[src/inc/ulms_regs.svh]
// register offsets, field positions, reset values and counts of the line/modem status block
// assumes a 32-bit axi4-lite slave decoding byte address bits [7:0]
`ifndef ULMS_REGS_SVH
`define ULMS_REGS_SVH

`define ULMS_OFF_RX_HOLD      8'h00
`define ULMS_OFF_LINE_STATUS  8'h04
`define ULMS_OFF_MODEM_STATUS 8'h08
`define ULMS_OFF_MODEM_CTRL   8'h0C
`define ULMS_OFF_FIFO_CTRL    8'h10
`define ULMS_OFF_IRQ_STATUS   8'h14
`define ULMS_OFF_IRQ_MASK     8'h18

`define ULMS_LS_READY    0
`define ULMS_LS_OVERRUN  1
`define ULMS_LS_PARITY   2
`define ULMS_LS_FRAMING  3
`define ULMS_LS_BREAK    4
`define ULMS_LS_FIFO_ERR 7

`define ULMS_MS_DCTS 0
`define ULMS_MS_DDSR 1
`define ULMS_MS_TERI 2
`define ULMS_MS_DCD  3

`define ULMS_MC_DTR  0
`define ULMS_MC_RTS  1
`define ULMS_MC_OUT1 2
`define ULMS_MC_OUT2 3
`define ULMS_MC_LOOP 4

`define ULMS_IRQ_MODEM   0
`define ULMS_IRQ_OVERRUN 1
`define ULMS_IRQ_RXCHAR  2
`define ULMS_IRQ_RXERR   3

`define ULMS_RST_MODEM_CTRL 5'h00
`define ULMS_RST_FIFO_EN    1'h0
`define ULMS_RST_IRQ_MASK   4'h0
`define ULMS_RST_PIN_SYNC   4'hF

`define ULMS_FIFO_DEPTH  5'h10
`define ULMS_SYNC_SETTLE 2'h3

`define ULMS_RESP_OKAY   2'h0
`define ULMS_RESP_SLVERR 2'h2

`endif

[src/inc/ulms_pkg.sv]
// types shared by the line/modem status block and its pin synchroniser
// assumes nothing beyond a systemverilog compiler
package ulms_pkg;

    typedef struct packed {
        logic       brk;
        logic       frame_err;
        logic       parity_err;
        logic [7:0] data;
    } ulms_rx_char_t;

    // order matches modem status bits 7..4
    typedef struct packed {
        logic cd;
        logic ri;
        logic dsr;
        logic cts;
    } ulms_modem_t;

    typedef struct packed {
        ulms_modem_t s1;
        ulms_modem_t s2;
    } ulms_sync_t;

    typedef struct packed {
        ulms_rx_char_t [15:0] mem;
        logic [3:0]           wr_ptr;
        logic [3:0]           rd_ptr;
        logic [4:0]           count;
        logic                 overrun;
        logic [4:0]           mctl;
        logic                 fifo_en;
        logic [3:0]           delta;
        ulms_modem_t          prev;
        logic [1:0]           settle;
        logic [3:0]           irq_st;
        logic [3:0]           irq_mask;
        logic                 aw_got;
        logic                 w_got;
        logic [7:0]           waddr;
        logic [7:0]           wdata;
        logic                 wbyte;
        logic                 bvalid;
        logic [1:0]           bresp;
        logic                 rvalid;
        logic [31:0]          rdata;
        logic [1:0]           rresp;
    } ulms_state_t;

endpackage

[src/logic/ulms_sync.sv]
// two-flop synchroniser for the four active-low modem control pins
// assumes the pins are asynchronous and idle high
`include "ulms_regs.svh"

module ulms_sync (
    input  wire logic                 clk,
    input  wire logic                 resetn,
    input  wire ulms_pkg::ulms_modem_t pin_n,
    output ulms_pkg::ulms_modem_t      pin_sync_n
);
    ulms_pkg::ulms_sync_t st;
    ulms_pkg::ulms_sync_t next_st;

    genvar i;
    generate
        for (i = 0; i < 4; i++) begin : g_bit
            always_comb begin
                next_st.s1[i] = pin_n[i];
                next_st.s2[i] = st.s1[i];
            end
        end
    endgenerate

    always_ff @(posedge clk or negedge resetn) begin
        if (!resetn) begin
            st <= {`ULMS_RST_PIN_SYNC, `ULMS_RST_PIN_SYNC};
        end else begin
            st <= next_st;
        end
    end

    assign pin_sync_n = st.s2;
endmodule

[src/logic/ulms_top.sv]
// line status and modem status of one uart channel, with receive fifo and axi4-lite slave
// assumes the receiver pulses rx_valid once per finished character, synchronous to clk
//
// What this block does
// - parity error flagged for head character
// - overrun set when character meets full fifo
// - overrun drops new byte, fifo untouched
// - data ready while any character waits
// - bit 7: inverted carrier, loopback control bit 3
// - bit 6: inverted ring, loopback control bit 2
// - bit 5: inverted dsr, loopback control bit 0
// - bit 4: inverted cts, loopback control bit 1
// - carrier, dsr, cts deltas on any change
// - ring delta only on rising ring pin
// - modem status read clears all deltas
// - any delta raises modem status interrupt
// - fifo error summary while errored character held
// - reset clears deltas, upper bits live
`include "ulms_regs.svh"

module ulms_top (
    input  wire logic                   clk,
    input  wire logic                   resetn,
    input  wire logic                   awvalid,
    output logic                        awready,
    input  wire logic [7:0]             awaddr,
    input  wire logic                   wvalid,
    output logic                        wready,
    input  wire logic [31:0]            wdata,
    input  wire logic [3:0]             wstrb,
    output logic                        bvalid,
    input  wire logic                   bready,
    output logic [1:0]                  bresp,
    input  wire logic                   arvalid,
    output logic                        arready,
    input  wire logic [7:0]             araddr,
    output logic                        rvalid,
    input  wire logic                   rready,
    output logic [31:0]                 rdata,
    output logic [1:0]                  rresp,
    input  wire logic                   rx_valid,
    input  wire ulms_pkg::ulms_rx_char_t rx_char,
    input  wire ulms_pkg::ulms_modem_t   modem_in_n,
    output logic                        dtr_n,
    output logic                        rts_n,
    output logic                        user_output_one_n,
    output logic                        user_output_two_n,
    output logic                        modem_irq,
    output logic                        irq
);
    ulms_pkg::ulms_state_t   st;
    ulms_pkg::ulms_state_t   next_st;
    ulms_pkg::ulms_modem_t   pin_sync_n;
    ulms_pkg::ulms_modem_t   ms_live;
    ulms_pkg::ulms_modem_t   ms_chg;
    ulms_pkg::ulms_rx_char_t head;
    logic [3:0]              delta_set;
    logic [3:0]              irq_set;
    logic [15:0]             occ;
    logic [15:0]             err_at;
    logic [7:0]              line_status;
    logic [7:0]              modem_status;
    logic [4:0]              cap;
    logic                    loopback;
    logic                    settled;
    logic                    ri_rise;
    logic                    empty;
    logic                    full;
    logic                    push;
    logic                    pop;
    logic                    ovr_evt;
    logic                    ar_take;
    logic                    aw_take;
    logic                    w_take;
    logic                    do_wr;
    logic                    rd_ms;
    logic                    rd_ls;
    logic                    rd_rx;

    ulms_sync u_sync (
        .clk        (clk),
        .resetn     (resetn),
        .pin_n      (modem_in_n),
        .pin_sync_n (pin_sync_n)
    );

    assign loopback = st.mctl[`ULMS_MC_LOOP];
    assign settled  = (st.settle == `ULMS_SYNC_SETTLE);

    always_comb begin
        if (loopback) begin
            ms_live.cd  = st.mctl[`ULMS_MC_OUT2];
            ms_live.ri  = st.mctl[`ULMS_MC_OUT1];
            ms_live.dsr = st.mctl[`ULMS_MC_DTR];
            ms_live.cts = st.mctl[`ULMS_MC_RTS];
        end else begin
            ms_live = ~pin_sync_n;
        end
    end

    assign ms_chg  = ms_live ^ st.prev;
    // ring pin rising, so the status bit falling
    assign ri_rise = ~ms_live.ri & st.prev.ri;
    assign delta_set = {ms_chg.cd, ri_rise, ms_chg.dsr, ms_chg.cts} & {4{settled}};

    // upper half live, lower half the deltas latched since the last read
    assign modem_status = {ms_live, st.delta};

    // receive fifo; depth one when the fifo is off, acting as the holding register
    assign cap   = st.fifo_en ? `ULMS_FIFO_DEPTH : 5'h01;
    assign empty = (st.count == 5'h00);
    assign full  = (st.count >= cap);
    assign head  = st.mem[st.rd_ptr];

    // occupied entries with any receive error
    genvar i;
    generate
        for (i = 0; i < 16; i++) begin : g_ent
            assign occ[i]    = ({1'b0, 4'(i) - st.rd_ptr} < st.count);
            assign err_at[i] = occ[i] & (st.mem[i].parity_err | st.mem[i].frame_err
                                         | st.mem[i].brk);
        end
    endgenerate

    // parity, framing and break bits follow the head character
    always_comb begin
        line_status = 8'h00;
        line_status[`ULMS_LS_READY]    = !empty;
        line_status[`ULMS_LS_OVERRUN]  = st.overrun;
        line_status[`ULMS_LS_PARITY]   = !empty & head.parity_err;
        line_status[`ULMS_LS_FRAMING]  = !empty & head.frame_err;
        line_status[`ULMS_LS_BREAK]    = !empty & head.brk;
        line_status[`ULMS_LS_FIFO_ERR] = |err_at;
    end

    // bus handshakes; one write and one read in flight at most
    assign awready = !st.aw_got & !st.bvalid;
    assign wready  = !st.w_got & !st.bvalid;
    assign arready = !st.rvalid;
    assign aw_take = awvalid & awready;
    assign w_take  = wvalid & wready;
    assign ar_take = arvalid & arready;
    assign do_wr   = st.aw_got & st.w_got;
    assign rd_ms   = ar_take & (araddr == `ULMS_OFF_MODEM_STATUS);
    assign rd_ls   = ar_take & (araddr == `ULMS_OFF_LINE_STATUS);
    assign rd_rx   = ar_take & (araddr == `ULMS_OFF_RX_HOLD);

    // arrival while full is an overrun
    assign ovr_evt = rx_valid & full;
    // a byte meeting a full fifo is dropped
    assign push    = rx_valid & !full;
    assign pop     = rd_rx & !empty;

    // modem cause follows any set delta
    assign irq_set[`ULMS_IRQ_MODEM]   = |st.delta;
    assign irq_set[`ULMS_IRQ_OVERRUN] = ovr_evt;
    assign irq_set[`ULMS_IRQ_RXCHAR]  = push;
    assign irq_set[`ULMS_IRQ_RXERR]   = push & (rx_char.parity_err | rx_char.frame_err
                                                | rx_char.brk);

    always_comb begin
        next_st = st;
        next_st.prev = ms_live;
        if (!settled) begin
            next_st.settle = st.settle + 2'h1;
        end
        // a fresh change wins over the clear
        next_st.delta = (st.delta & ~{4{rd_ms}}) | delta_set;

        if (push) begin
            next_st.mem[st.wr_ptr] = rx_char;
            next_st.wr_ptr         = st.wr_ptr + 4'h1;
        end
        if (pop) begin
            next_st.rd_ptr = st.rd_ptr + 4'h1;
        end
        case ({push, pop})
            2'b10:   next_st.count = st.count + 5'h01;
            2'b01:   next_st.count = st.count - 5'h01;
            default: next_st.count = st.count;
        endcase
        // sticky until line status is read
        next_st.overrun = (st.overrun & ~rd_ls) | ovr_evt;

        // sticky causes, set on the event
        next_st.irq_st = st.irq_st | irq_set;

        if (aw_take) begin
            next_st.aw_got = 1'b1;
            next_st.waddr  = awaddr;
        end
        if (w_take) begin
            next_st.w_got = 1'b1;
            next_st.wdata = wdata[7:0];
            next_st.wbyte = wstrb[0];
        end
        if (st.bvalid & bready) begin
            next_st.bvalid = 1'b0;
        end
        if (do_wr) begin
            next_st.aw_got = 1'b0;
            next_st.w_got  = 1'b0;
            next_st.bvalid = 1'b1;
            next_st.bresp  = `ULMS_RESP_OKAY;
            case (st.waddr)
                `ULMS_OFF_MODEM_CTRL: begin
                    if (st.wbyte) begin
                        next_st.mctl = st.wdata[4:0];
                    end
                end
                `ULMS_OFF_FIFO_CTRL: begin
                    // switching mode flushes, since old entries would not fit the new depth
                    if (st.wbyte && (st.wdata[0] != st.fifo_en)) begin
                        next_st.fifo_en = st.wdata[0];
                        next_st.count   = 5'h00;
                        next_st.wr_ptr  = 4'h0;
                        next_st.rd_ptr  = 4'h0;
                    end
                end
                `ULMS_OFF_IRQ_STATUS: begin
                    // set wins over write-one-to-clear
                    if (st.wbyte) begin
                        next_st.irq_st = (st.irq_st & ~st.wdata[3:0]) | irq_set;
                    end
                end
                `ULMS_OFF_IRQ_MASK: begin
                    if (st.wbyte) begin
                        next_st.irq_mask = st.wdata[3:0];
                    end
                end
                `ULMS_OFF_RX_HOLD, `ULMS_OFF_LINE_STATUS, `ULMS_OFF_MODEM_STATUS: begin
                    next_st.bresp = `ULMS_RESP_OKAY;
                end
                default: next_st.bresp = `ULMS_RESP_SLVERR;
            endcase
        end

        if (st.rvalid & rready) begin
            next_st.rvalid = 1'b0;
        end
        if (ar_take) begin
            next_st.rvalid = 1'b1;
            next_st.rresp  = `ULMS_RESP_OKAY;
            case (araddr)
                `ULMS_OFF_RX_HOLD:      next_st.rdata = {24'h000000, empty ? 8'h00 : head.data};
                `ULMS_OFF_LINE_STATUS:  next_st.rdata = {24'h000000, line_status};
                `ULMS_OFF_MODEM_STATUS: next_st.rdata = {24'h000000, modem_status};
                `ULMS_OFF_MODEM_CTRL:   next_st.rdata = {27'h0000000, st.mctl};
                `ULMS_OFF_FIFO_CTRL:    next_st.rdata = {31'h00000000, st.fifo_en};
                `ULMS_OFF_IRQ_STATUS:   next_st.rdata = {28'h0000000, st.irq_st};
                `ULMS_OFF_IRQ_MASK:     next_st.rdata = {28'h0000000, st.irq_mask};
                default: begin
                    next_st.rdata = 32'h00000000;
                    next_st.rresp = `ULMS_RESP_SLVERR;
                end
            endcase
        end
    end

    always_ff @(posedge clk or negedge resetn) begin
        if (!resetn) begin
            st          <= '0;
            st.mctl     <= `ULMS_RST_MODEM_CTRL;
            st.fifo_en  <= `ULMS_RST_FIFO_EN;
            st.irq_mask <= `ULMS_RST_IRQ_MASK;
            st.prev     <= ~`ULMS_RST_PIN_SYNC;
        end else begin
            st <= next_st;
        end
    end

    assign bvalid = st.bvalid;
    assign bresp  = st.bresp;
    assign rvalid = st.rvalid;
    assign rdata  = st.rdata;
    assign rresp  = st.rresp;
    // control pins idle high in loopback, their levels feed the status bits instead
    assign dtr_n             = loopback | ~st.mctl[`ULMS_MC_DTR];
    assign rts_n             = loopback | ~st.mctl[`ULMS_MC_RTS];
    assign user_output_one_n = loopback | ~st.mctl[`ULMS_MC_OUT1];
    assign user_output_two_n = loopback | ~st.mctl[`ULMS_MC_OUT2];
    // condition output while any delta set
    assign modem_irq = |st.delta;
    assign irq       = |(st.irq_st & st.irq_mask);
endmodule

[config.mk]
export PLATFORM = sky130hd
export DESIGN_NAME = ulms_top
export DESIGN_NICKNAME = d
export VERILOG_FILES = /design/src/inc/ulms_pkg.sv /design/src/logic/ulms_sync.sv /design/src/logic/ulms_top.sv
export VERILOG_INCLUDE_DIRS = /design/src /design/src/inc
export SDC_FILE = /design/constraint.sdc
export NUM_CORES = 1
export LEC_CHECK = 0
export ABC_CLOCK_PERIOD_IN_PS = 3500
export BUFFER_PORTS_ARGS = -buffer_cell sky130_fd_sc_hd__buf_2
export CAP_MARGIN = 20
export CORE_MARGIN = 2
export CORE_UTILIZATION = 56
export DETAILED_ROUTE_END_ITERATION = 7
export PLACE_DENSITY = 0.8
export SLEW_MARGIN = 15
export SYNTH_ARGS = -nofsm -noshare
export SYNTH_HDL_FRONTEND = slang
export SYNTH_HIERARCHICAL = 1
export SYNTH_SLANG_ARGS = --single-unit
[constraint.sdc]
create_clock -name clk -period 3.5 [get_ports clk]
set_input_delay 0 -clock clk [delete_from_list [all_inputs] [get_ports clk]]
set_output_delay 0 -clock clk [all_outputs]
set_load 0.01 [all_outputs]
==> results of run 1 <==
-- report_power, final --
| group | leakage (nW) | total (mW) | switching, mW | internal [mW] |
|---|---|---|---|---|
| Sequential | 3.27 | 3.94 | 0.458 | 3.48 |
| Clock | 0.392 | 2.64 | 1.16 | 1.48 |
| Combinational | 3.36 | 2.25 | 1.06 | 1.19 |
| Total | 7.02 | 8.83 | 2.67 | 6.15 |
-- state kept, by name, indices dropped and copies added (netlist names) --
name	cells
st	224
rdata	8
modem_status	4
u_sync/next_st	4
u_sync/pin_sync_n	4
bresp	1
bvalid	1
line_status	1
loopback	1
rresp	1
rvalid	1
-- per-stage QoR --
step	total power [mW]	instance area, um2
global route	9.297	14640
detailed placement	6.144	13490
global placement	6.033	13490
floorplan	5.542	13190
CTS	8.838	14640
finish	8.829	14640
-- final cells by class --
type	instances	share of cell area
Sequential cell	250	0.4281
Clock inverter	8	0.004614
Tap cell	313	0.02674
Multi-Input combinational cell	610	0.4229
Clock buffer	38	0.05092
Timing Repair Buffer	115	0.05605
Inverter	41	0.01068
-- critical path, stage by stage, from the launching register on --
cell and delay (ns):
dfrtp_1 0.37, buf_4 0.16, nor3_1 0.24, nor3b_1 0.47
nor4b_2 0.18, and2_1 0.20, ha_1 0.23, xor2_1 0.15
ha_1 0.18, a21oi_1 0.25, nor2_1 0.06, o21ai_0 0.15
a21o_1 0.13, a21oi_1 0.07, xnor2_1 0.13, nor2_1 0.05
-- cells in the mapped netlist (7+ instances only) --
cell      instances  area, um2
inv_1            40      150.1
nor2_1           28      105.1
clkbuf_1         20      75.07
dfrtp_1         242       6056
mux2_4           80       1201
buf_2            18      90.09
mux2i_1           9      90.09
nand2_2           8      50.05
xor2_1            9      78.83
nand3_1           8      40.04
nor2b_1          10      62.56
buf_6            10      112.6
xnor2_1          15      131.4
nand2_1          43      161.4
a21oi_1          37      185.2
buf_4            38      285.3
a221o_1           7      70.07
nand2b_1          7      43.79
ha_1             46      575.6
mux2_2          112       1261
mux4_2           55       1239
dfstp_2           8      210.2
o21ai_0          30      150.1
o32ai_1          15      131.4
-- worst max path at each step --
stage	from	endpoint	slack, ns
6_report	st[82]	st[86]	0.35
5_1_grt	st[75]	st[86]	0.13
2_1_floorplan	st[82]	st[86]	0.50
3_3_place_gp	st[82]	st[86]	0.45
4_1_cts	st[82]	st[86]	0.35
3_5_place_dp	st[82]	st[86]	0.40
-- cells by family (layout without fill, tap and decap cells) --
logic type	Yosys count	after routing
AOI/OAI and AO/OA	121	121
xor gates and xnor gates	24	24
adders and majority gates	46	46
buffers and inverters	131	202
DFF	250	250
muxes	256	256
other	1	26
and+or+nand+nor	137	137
-- routing by layer --
metal	vias up	global-route usage	share of wire
met4	0	0.08170	0.030
met5	-	0	0
met3	70	0.04681	0.066
met2	298	0.4267	0.49
met1	4171	0.3245	0.42
li1	3620	-	-
==> flow_summary_export.csv, run 1 <==
group,metric,value,unit
placed_design,dp_hpwl,18.60,mm
synth,ys_ff_latch,250,
sta,slew-limit-headroom,0.3492,
routing,viasPerCell,5.934,
sta,drv_slew,0,
clock_tree,hold_buffers,34,
sta,final.period_utilization,0.8997,
global_routing,grt_pass1_vias,8511,
power,powerDensity,602.9,nW/um2
layout,final_util,0.6429,
layout,finalNetCount,1165,
worst_setup_path,r2r-start,"st[82]",
die,start_util,0.5751,
worst_setup_path,r2r-end,"st[86]",
global_routing,antenna_found_initial,1,
placed_design,place_ws,0.3970,ns
clock_tree,cts_buffers,26,
outcome,status,"complete, no violations",
layout,final_common_cell,"dfrtp_1",
hold_path,hold_depth,5,
power,irDropWorstVdd,0.4334,mV
worst_setup_path,worstPathRequired,3.92,ns
synth,yosysWarnings,6,
routing,route.antenna.remaining_nets,0,
layout,multi_input_area,6193,um2
clock_tree,postCtsSetupBuffers,0,
routing,drtPass1Iterations,5,
sta,hold_violations,0,
die,dieArea,24630,um2
layout,drive_gt1_frac,0.3710,
synth,synthAdderAreaFrac,0.04394,
clock_tree,clk_pin_slew_worst_paths,0.06,ns
worst_setup_path,path_class,"reg2reg",
routing,drc_errors,0,
clock_tree,clockBufferDepth,3,
worst_setup_path,critPathMaxFanout,6,
flow_run,drv_cap,0,
layout,final_cells,1375,
global_routing,grt_use_total,0.2500,
clock_tree,clk_latency,0.54,ns
layout,seq_area,6269,um2
synth,syn_inst,966,
synth,async_reset_ff_frac,1.000,
synth,yosys.cell_types.count,55,
clock_tree,cts_sinks,250,
clock_tree,cts.repair.resized,0,
worst_setup_path,startpoint_type,"flop",
synth,synth_top_family_by_area,"multiplexers",
routing,wirelength,29.56,mm
synth,ys.flop_type,"dfrtp_1",
synth,ys_seq_area_frac,0.4783,
hold_path,whs_endpoint,"rdata[7]",
worst_setup_path,cp.arrival,3.56,ns
die,dieHeight,156.9,um
placed_design,place_congestion,0.8926,
placed_design,portBuffers,65,
die,io_pins,122,
worst_setup_path,r2r_slack,0.35,ns
routing,wl_per_cell,21.50,um
power,cellLeakagePower,7.020,nW
routing,dr_total_vias,8159,
die,die_x,156.9,um
die,rows,55,
worst_setup_path,setup.worst_path.end_class,"flop",
sta,fmax,317.6,MHz
worst_setup_path,rr_worst_depth,15,
synth,synth.avg_cell_area,13.56,um2
global_routing,grt_pass1_wl,47.43,mm
sta,rsz0062_at_grt,"no",
sta,clock_skew,0.01466,ns
hold_path,min-delay-start,"araddr[1]",
sta,tightest_slew,0.9762,ns
clock_tree,root_buffer,"clkbuf_16",
global_routing,grt_max_degree,131,
synth,synthXorXnorAreaFrac,0.01605,
hold_path,worst_hold_path_type,"in2reg",
placed_design,dpl.cell_count,1295,
layout,diodes,0,
routing,dr.first_iter.drc_count,499,
layout,layout_common_cells,"dfrtp_1 (240), mux2_2 (112), mux2_4 (80)",
synth,synthesis.area,13100,um2
sta,fin_ws,0.3510,ns
layout,fillCellCount,1587,
sta,setup_viol,0,
synth,synthMuxAreaShare,0.2894,
die,core-area,22780,um2
sta,fin_crit,3.149,ns
synth,synth_compound_area_frac,0.06046,
synth,synth_edf_count,0,
layout,area_growth,11.79,%
global_routing,gr-total-overflow,0,
sta,setup-tns-final,0,ns
clock_tree,htree_levels,1,
synth,synth-simple-area-share,0.05549,
sta,holdWs,0.02805,ns
clock_tree,cts_tree,"built",
(Power assumes the default switching activity.)
==> run 2: changes to the inputs <==
- CTS_BUF_LIST: not set -> sky130_fd_sc_hd__clkbuf_16
- PLACE_DENSITY: 0.8 -> 0.76
==> run 2 against run 1 <==
Via count shrank 0.98%. Combinational power about the same. Critical endpoint unchanged. Fmax is 1.0% lower. Sequential power about the same. Largest cell class unchanged. Wire length decreased by 0.56%. Die area stayed put.
==> flow_summary_export.csv, run 2 (synthesized netlist as in run 1, its figures left out) <==
group,metric,value,unit
die,core-area,22780,um2
sta,setup_viol,0,
sta,hold_violations,0,
placed_design,dp_hpwl,19.05,mm
worst_setup_path,cp.arrival,3.59,ns
sta,clock_skew,0.01633,ns
layout,final_area,14660,um2
routing,viasPerCell,5.871,
worst_setup_path,critPathMaxFanout,9,
layout,layout_common_cells,"dfrtp_1 (240), mux2_2 (112), mux2_4 (80)",
die,io_pins,122,
power,irDropWorstVdd,0.4765,mV
clock_tree,cts_buffers,25,
placed_design,place_congestion,0.8499,
routing,dr.first_iter.drc_count,661,
layout,largest_register_ffs,224,
global_routing,antenna_found_initial,0,
sta,drv_slew,0,
clock_tree,root_buffer,"clkbuf_16",
global_routing,grt_max_degree,124,
power,powerDensity,601.6,nW/um2
routing,drc_errors,0,
outcome,status,"complete, no violations",
routing,drtPass1Iterations,5,
clock_tree,clockBufferDepth,3,
sta,slew-limit-headroom,0.3795,
worst_setup_path,worstPathRequired,3.91,ns
clock_tree,cts_tree,"built",
placed_design,place_area,13500,um2
worst_setup_path,path_class,"reg2reg",
layout,finalNetCount,1165,
sta,fmax,314.3,MHz
clock_tree,clk_latency,0.54,ns
layout,diodes,0,
die,die_x,156.9,um
sta,final.period_utilization,0.9091,
power,cellLeakagePower,7.044,nW
die,dieArea,24630,um2
layout,final_common_cell,"dfrtp_1",
global_routing,grt_pass1_vias,8353,
global_routing,grt_pass1_wl,46.50,mm
placed_design,portBuffers,65,
routing,route.antenna.remaining_nets,0,
clock_tree,htree_levels,1,
routing,wl_per_cell,21.36,um
layout,drive_gt1_frac,0.3706,
clock_tree,clk_pin_slew_worst_paths,0.06,ns
sta,tightest_slew,0.9308,ns
die,rows,55,
sta,setup-tns-final,0,ns
routing,wirelength,29.39,mm
flow_run,drv_cap,0,
layout,area_growth,11.90,%
die,start_util,0.5751,
sta,rsz0062_at_grt,"no",
worst_setup_path,setup.worst_path.end_class,"flop",
layout,top_register,"st",
routing,dr_total_vias,8079,
die,dieHeight,156.9,um
worst_setup_path,startpoint_type,"flop",
global_routing,grt_use_total,0.2455,
clock_tree,cts_sinks,250,
global_routing,gr-total-overflow,0,
hold_path,worst_hold_path_type,"in2reg",
sta,fin_crit,3.182,ns
## run 2: what timing repair did
action | CTS | global route
setup endpoints to repair | 0 | 1
endpoints found under the hold margin | 285 | 0
gates resized for setup | 0 | 2
hold buffers | 34 | 0
buffers inserted | 0 | 0
## run 2: through the flow
step	power (mW)	setup WS, ns	std cells	hold WS, ns	utilization
after floorplan	5.542	0.5030	991	-0.2956	-
after global routing	9.282	0.01349	1376	0.03943	0.6436
after global placement	6.039	0.3688	1296	0.1141	0.5926
final	8.819	0.3182	1376	0.01933	0.6436
after CTS	8.846	0.2510	1376	0.004821	0.6430
after detailed placement	6.141	0.3212	1296	0.1067	0.5926
## run 2: per-layer routing
metal / track usage / share of wire / up-vias
li1: - / - / 3594
met1: 0.3356 / 0.44 / 4171
met2: 0.4069 / 0.48 / 248
met3: 0.03827 / 0.049 / 66
met4: 0.07776 / 0.033 / 0
met5: 0 / 0 / -
## run 2: cell type report
class	instances	area, um2
well taps	313	391.6
clock inverters	21	181.4
multi-input cells	610	6207
flip-flops and latches	250	6269
clock buffers	25	625.6
fillers	1677	8119
inverters	41	156.4
repair buffers	116	828.3
## run 2: worst paths after layout
path / startpoint / endpoint / slack (ns) / depth (start not counted)
min in group asynchronous: resetn / st[48] / 0.16 / 2
min reg2reg: u_sync/next_st[1] / u_sync/pin_sync_n[1] / 0.36 / 0
max reg2reg: st[82] / st[86] / 0.32 / 15
max in group asynchronous: resetn / st[142] / 2.42 / 3
min: araddr[6] / rdata[7] / 0.02 / 5
max: st[82] / st[86] / 0.32 / 15
## run 2: critical path: stages (launching register included)
cell	delay, ns
dfrtp_1	0.38
buf_4	0.16
nor3_1	0.28
nor3b_2	0.35
nor4b_4	0.11
and2_1	0.18
ha_1	0.31
xor2_1	0.19
ha_1	0.19
a21oi_1	0.25
nor2_1	0.07
o21ai_0	0.17
a21o_1	0.13
a21oi_1	0.07
xnor2_1	0.15
nor2_1	0.07
## run 2: report_power, final
group          leakage (nW)  total, mW  switching, mW  internal [mW]
clock                 0.405       2.66           1.13           1.52
sequential             3.27       3.92          0.443           3.48
combinational          3.37       2.24           1.05           1.18
total                  7.04       8.82           2.63           6.19
==> run 3: changes to the inputs <==
- SLEW_MARGIN: 15 -> 40
- SYNTH_HIERARCHICAL: 1 -> not set
==> run 3 against run 2 <==
Clock-buffer cell count increased by 1. First-iteration DRC count down 20%. Core utilization grew 1.3 points. Clock power rose by 9.0%. Fmax is 0.78% lower. Flip-flop and latch count unchanged. Non-clock buffer count rose by 28. Setup slack got worse by 0.025 ns. Power rose by 4.8%. Combinational power grew 8%. Largest cell class unchanged.
==> flow_summary_export.csv, run 3 <==
group,metric,value,unit
clock_tree,clk_pin_slew_worst_paths,0.06,ns
outcome,status,"complete, no violations",
synth,synthTopCellsByCount,"dfrtp_1 (242), mux2_2 (131), mux2_4 (61)",
synth,synthXorXnorAreaFrac,0.01613,
die,io_pins,122,
synth,synth_most_common_cell,"dfrtp_1",
hold_path,worst_hold_path_type,"in2reg",
routing,wirelength,29.47,mm
synth,ys_seq_area_frac,0.4807,
global_routing,grt_use_total,0.2499,
sta,tightest_slew,0.6644,ns
clock_tree,root_buffer,"clkbuf_16",
routing,viasPerCell,5.790,
placed_design,place_area,13600,um2
sta,setup-tns-final,0,ns
routing,drtPass1Iterations,6,
sta,fmax,311.8,MHz
worst_setup_path,cp.arrival,3.64,ns
synth,synth_compound_area_frac,0.05538,
sta,setup_viol,0,
clock_tree,cts_buffers,26,
layout,top_register,"st",
worst_setup_path,path_class,"reg2reg",
layout,finalNetCount,1209,
flow_run,drv_cap,0,
die,start_util,0.5723,
synth,synthesis.area,13040,um2
power,cellLeakagePower,7.201,nW
layout,fillCellCount,1667,
power,irDropWorstVdd,0.5381,mV
global_routing,grt_max_degree,75,
layout,area_growth,14.71,%
routing,dr.first_iter.drc_count,530,
placed_design,place_congestion,0.8695,
worst_setup_path,worstPathRequired,3.93,ns
synth,async_reset_ff_frac,1.000,
sta,slew-limit-headroom,0.5560,
layout,final_area,14950,um2
routing,wl_per_cell,20.72,um
die,rows,55,
global_routing,grt_pass1_vias,8656,
sta,holdWs,0.009448,ns
sta,clock_skew,0.02270,ns
synth,synthMuxAreaShare,0.2863,
die,dieHeight,156.6,um
routing,route.antenna.remaining_nets,0,
synth,yosysWarnings,0,
global_routing,gr-total-overflow,0,
worst_setup_path,critPathMaxFanout,10,
synth,ys_ff_latch,250,
die,die_x,156.6,um
power,powerDensity,617.9,nW/um2
sta,drv_slew,0,
die,dieArea,24510,um2
routing,drc_errors,0,
routing,dr_total_vias,8233,
synth,synthTopCellsByArea,"dfrtp_1 (46%), mux2_2 (11%), mux4_2 (9.5%)",
clock_tree,cts.repair.resized,0,
layout,final_common_cell,"dfrtp_1",
synth,yosys.area.top_type,"dfrtp_1",
clock_tree,clockBufferDepth,3,
worst_setup_path,rr_worst_depth,15,
clock_tree,cts_sinks,250,
sta,final.period_utilization,0.9162,
sta,hold_violations,0,
synth,synth-simple-area-share,0.06182,
sta,rsz0062_at_grt,"no",
synth,synth_edf_count,0,
worst_setup_path,setup.worst_path.end_class,"flop",
placed_design,portBuffers,65,
layout,drive_gt1_frac,0.3718,
synth,syn_inst,981,
synth,yosys.cell_types.count,62,
die,core-area,22780,um2
sta,fin_crit,3.207,ns
synth,synth_top_family_by_area,"multiplexers",
clock_tree,htree_levels,1,
global_routing,grt_pass1_wl,47.31,mm
synth,synth.avg_cell_area,13.29,um2
synth,synthAdderAreaFrac,0.04415,
clock_tree,cts_tree,"built",
worst_setup_path,startpoint_type,"flop",
hold_path,hold_depth,2,
clock_tree,clk_latency,0.56,ns
synth,synth_top_area_share,0.4646,
layout,layout_common_cells,"dfrtp_1 (240), mux2_2 (131), buf_2 (64)",
placed_design,dp_hpwl,19.34,mm
synth,ys.flop_type,"dfrtp_1",
global_routing,antenna_found_initial,1,
layout,largest_register_ffs,224,
run 3: cell types whose count changed after synthesis, sizes merged, moves of 4 or more:
cell,change
a211oi,+6
a21oi,-12
buf,-7
clkbuf,+7
nor3,+18
o211ai,+4
o21ai,+4
o32ai,-13
run 3: kinds of logic (layout without fill, tap and decap cells):
logic type / after synthesis / count (layout)
compound gates: 111 / 111
xor+xnor: 24 / 24
fa+ha+maj: 46 / 46
buf+inv: 132 / 234
flops: 250 / 250
mux: 257 / 257
other cells: 1 / 27
simple gates: 160 / 160
run 3: metal layers:
layer / GRT usage / share of wire
met5: 0 / 0
met4: 0.07471 / 0.028
met2: 0.4196 / 0.49
met1: 0.3429 / 0.44
met3: 0.03351 / 0.048
run 3: repair_timing:
action,in CTS,in global routing
hold buffers,43,0
buffers inserted,0,0
hold endpoints to repair,322,0
run 3: power by group:
part	switching (mW)	leakage, nW	total [mW]	internal [mW]
Combinational	1.16	3.49	2.42	1.27
Clock	1.18	0.439	2.90	1.73
Sequential	0.428	3.27	3.91	3.48
run 3: final cells by class:
type                            instances  area [um2]  share of cell area
Inverter                               42       160.2             0.01071
Clock inverter                         22       257.7             0.01724
Tap cell                              313       391.6             0.02619
Timing Repair Buffer                  144        1066             0.07129
Clock buffer                           26       650.6             0.04351
Multi-Input combinational cell        624        6156              0.4117
Antenna cell                            1       2.502           0.0001673
Sequential cell                       250        6269              0.4192
run 3: path summary, 6_finish.rpt:
check / start / to / slack (ns)
max: st[83] / st[86] / 0.29
min in group asynchronous: resetn / u_sync.next_st[0] / 0.08
min: rx_char[8] / st[202] / 0.009
min reg2reg: u_sync.next_st[0] / u_sync.pin_sync_n[0] / 0.36
max in group asynchronous: resetn / st[103] / 2.61
max reg2reg: st[83] / st[86] / 0.29
run 3: critical path, stage by stage, from the launching register on:
cell	delay (ns)
dfrtp_1	0.43
or3_1	0.40
or3b_1	0.38
a21oi_1	0.17
and2_1	0.21
inv_4	0.09
ha_1	0.22
xor2_1	0.15
ha_1	0.18
a21oi_1	0.23
nor2_1	0.06
o21ai_0	0.17
a21o_1	0.14
a21oi_1	0.07
xnor2_1	0.14
nor2_1	0.05
run 3: stage by stage:
| stage | util | setup WS [ns] | power, mW | std cells |
|---|---|---|---|---|
| 2_1_floorplan | - | 0.04080 | 5.637 | 1006 |
| 3_3_place_gp | 0.5959 | 0.3750 | 6.177 | 1329 |
| 3_5_place_dp | 0.5971 | 0.3072 | 6.297 | 1330 |
| 4_1_cts | 0.6564 | 0.2989 | 9.264 | 1421 |
| 5_1_grt | 0.6564 | 0.05713 | 9.735 | 1421 |
| 6_report | 0.6565 | 0.2933 | 9.239 | 1422 |
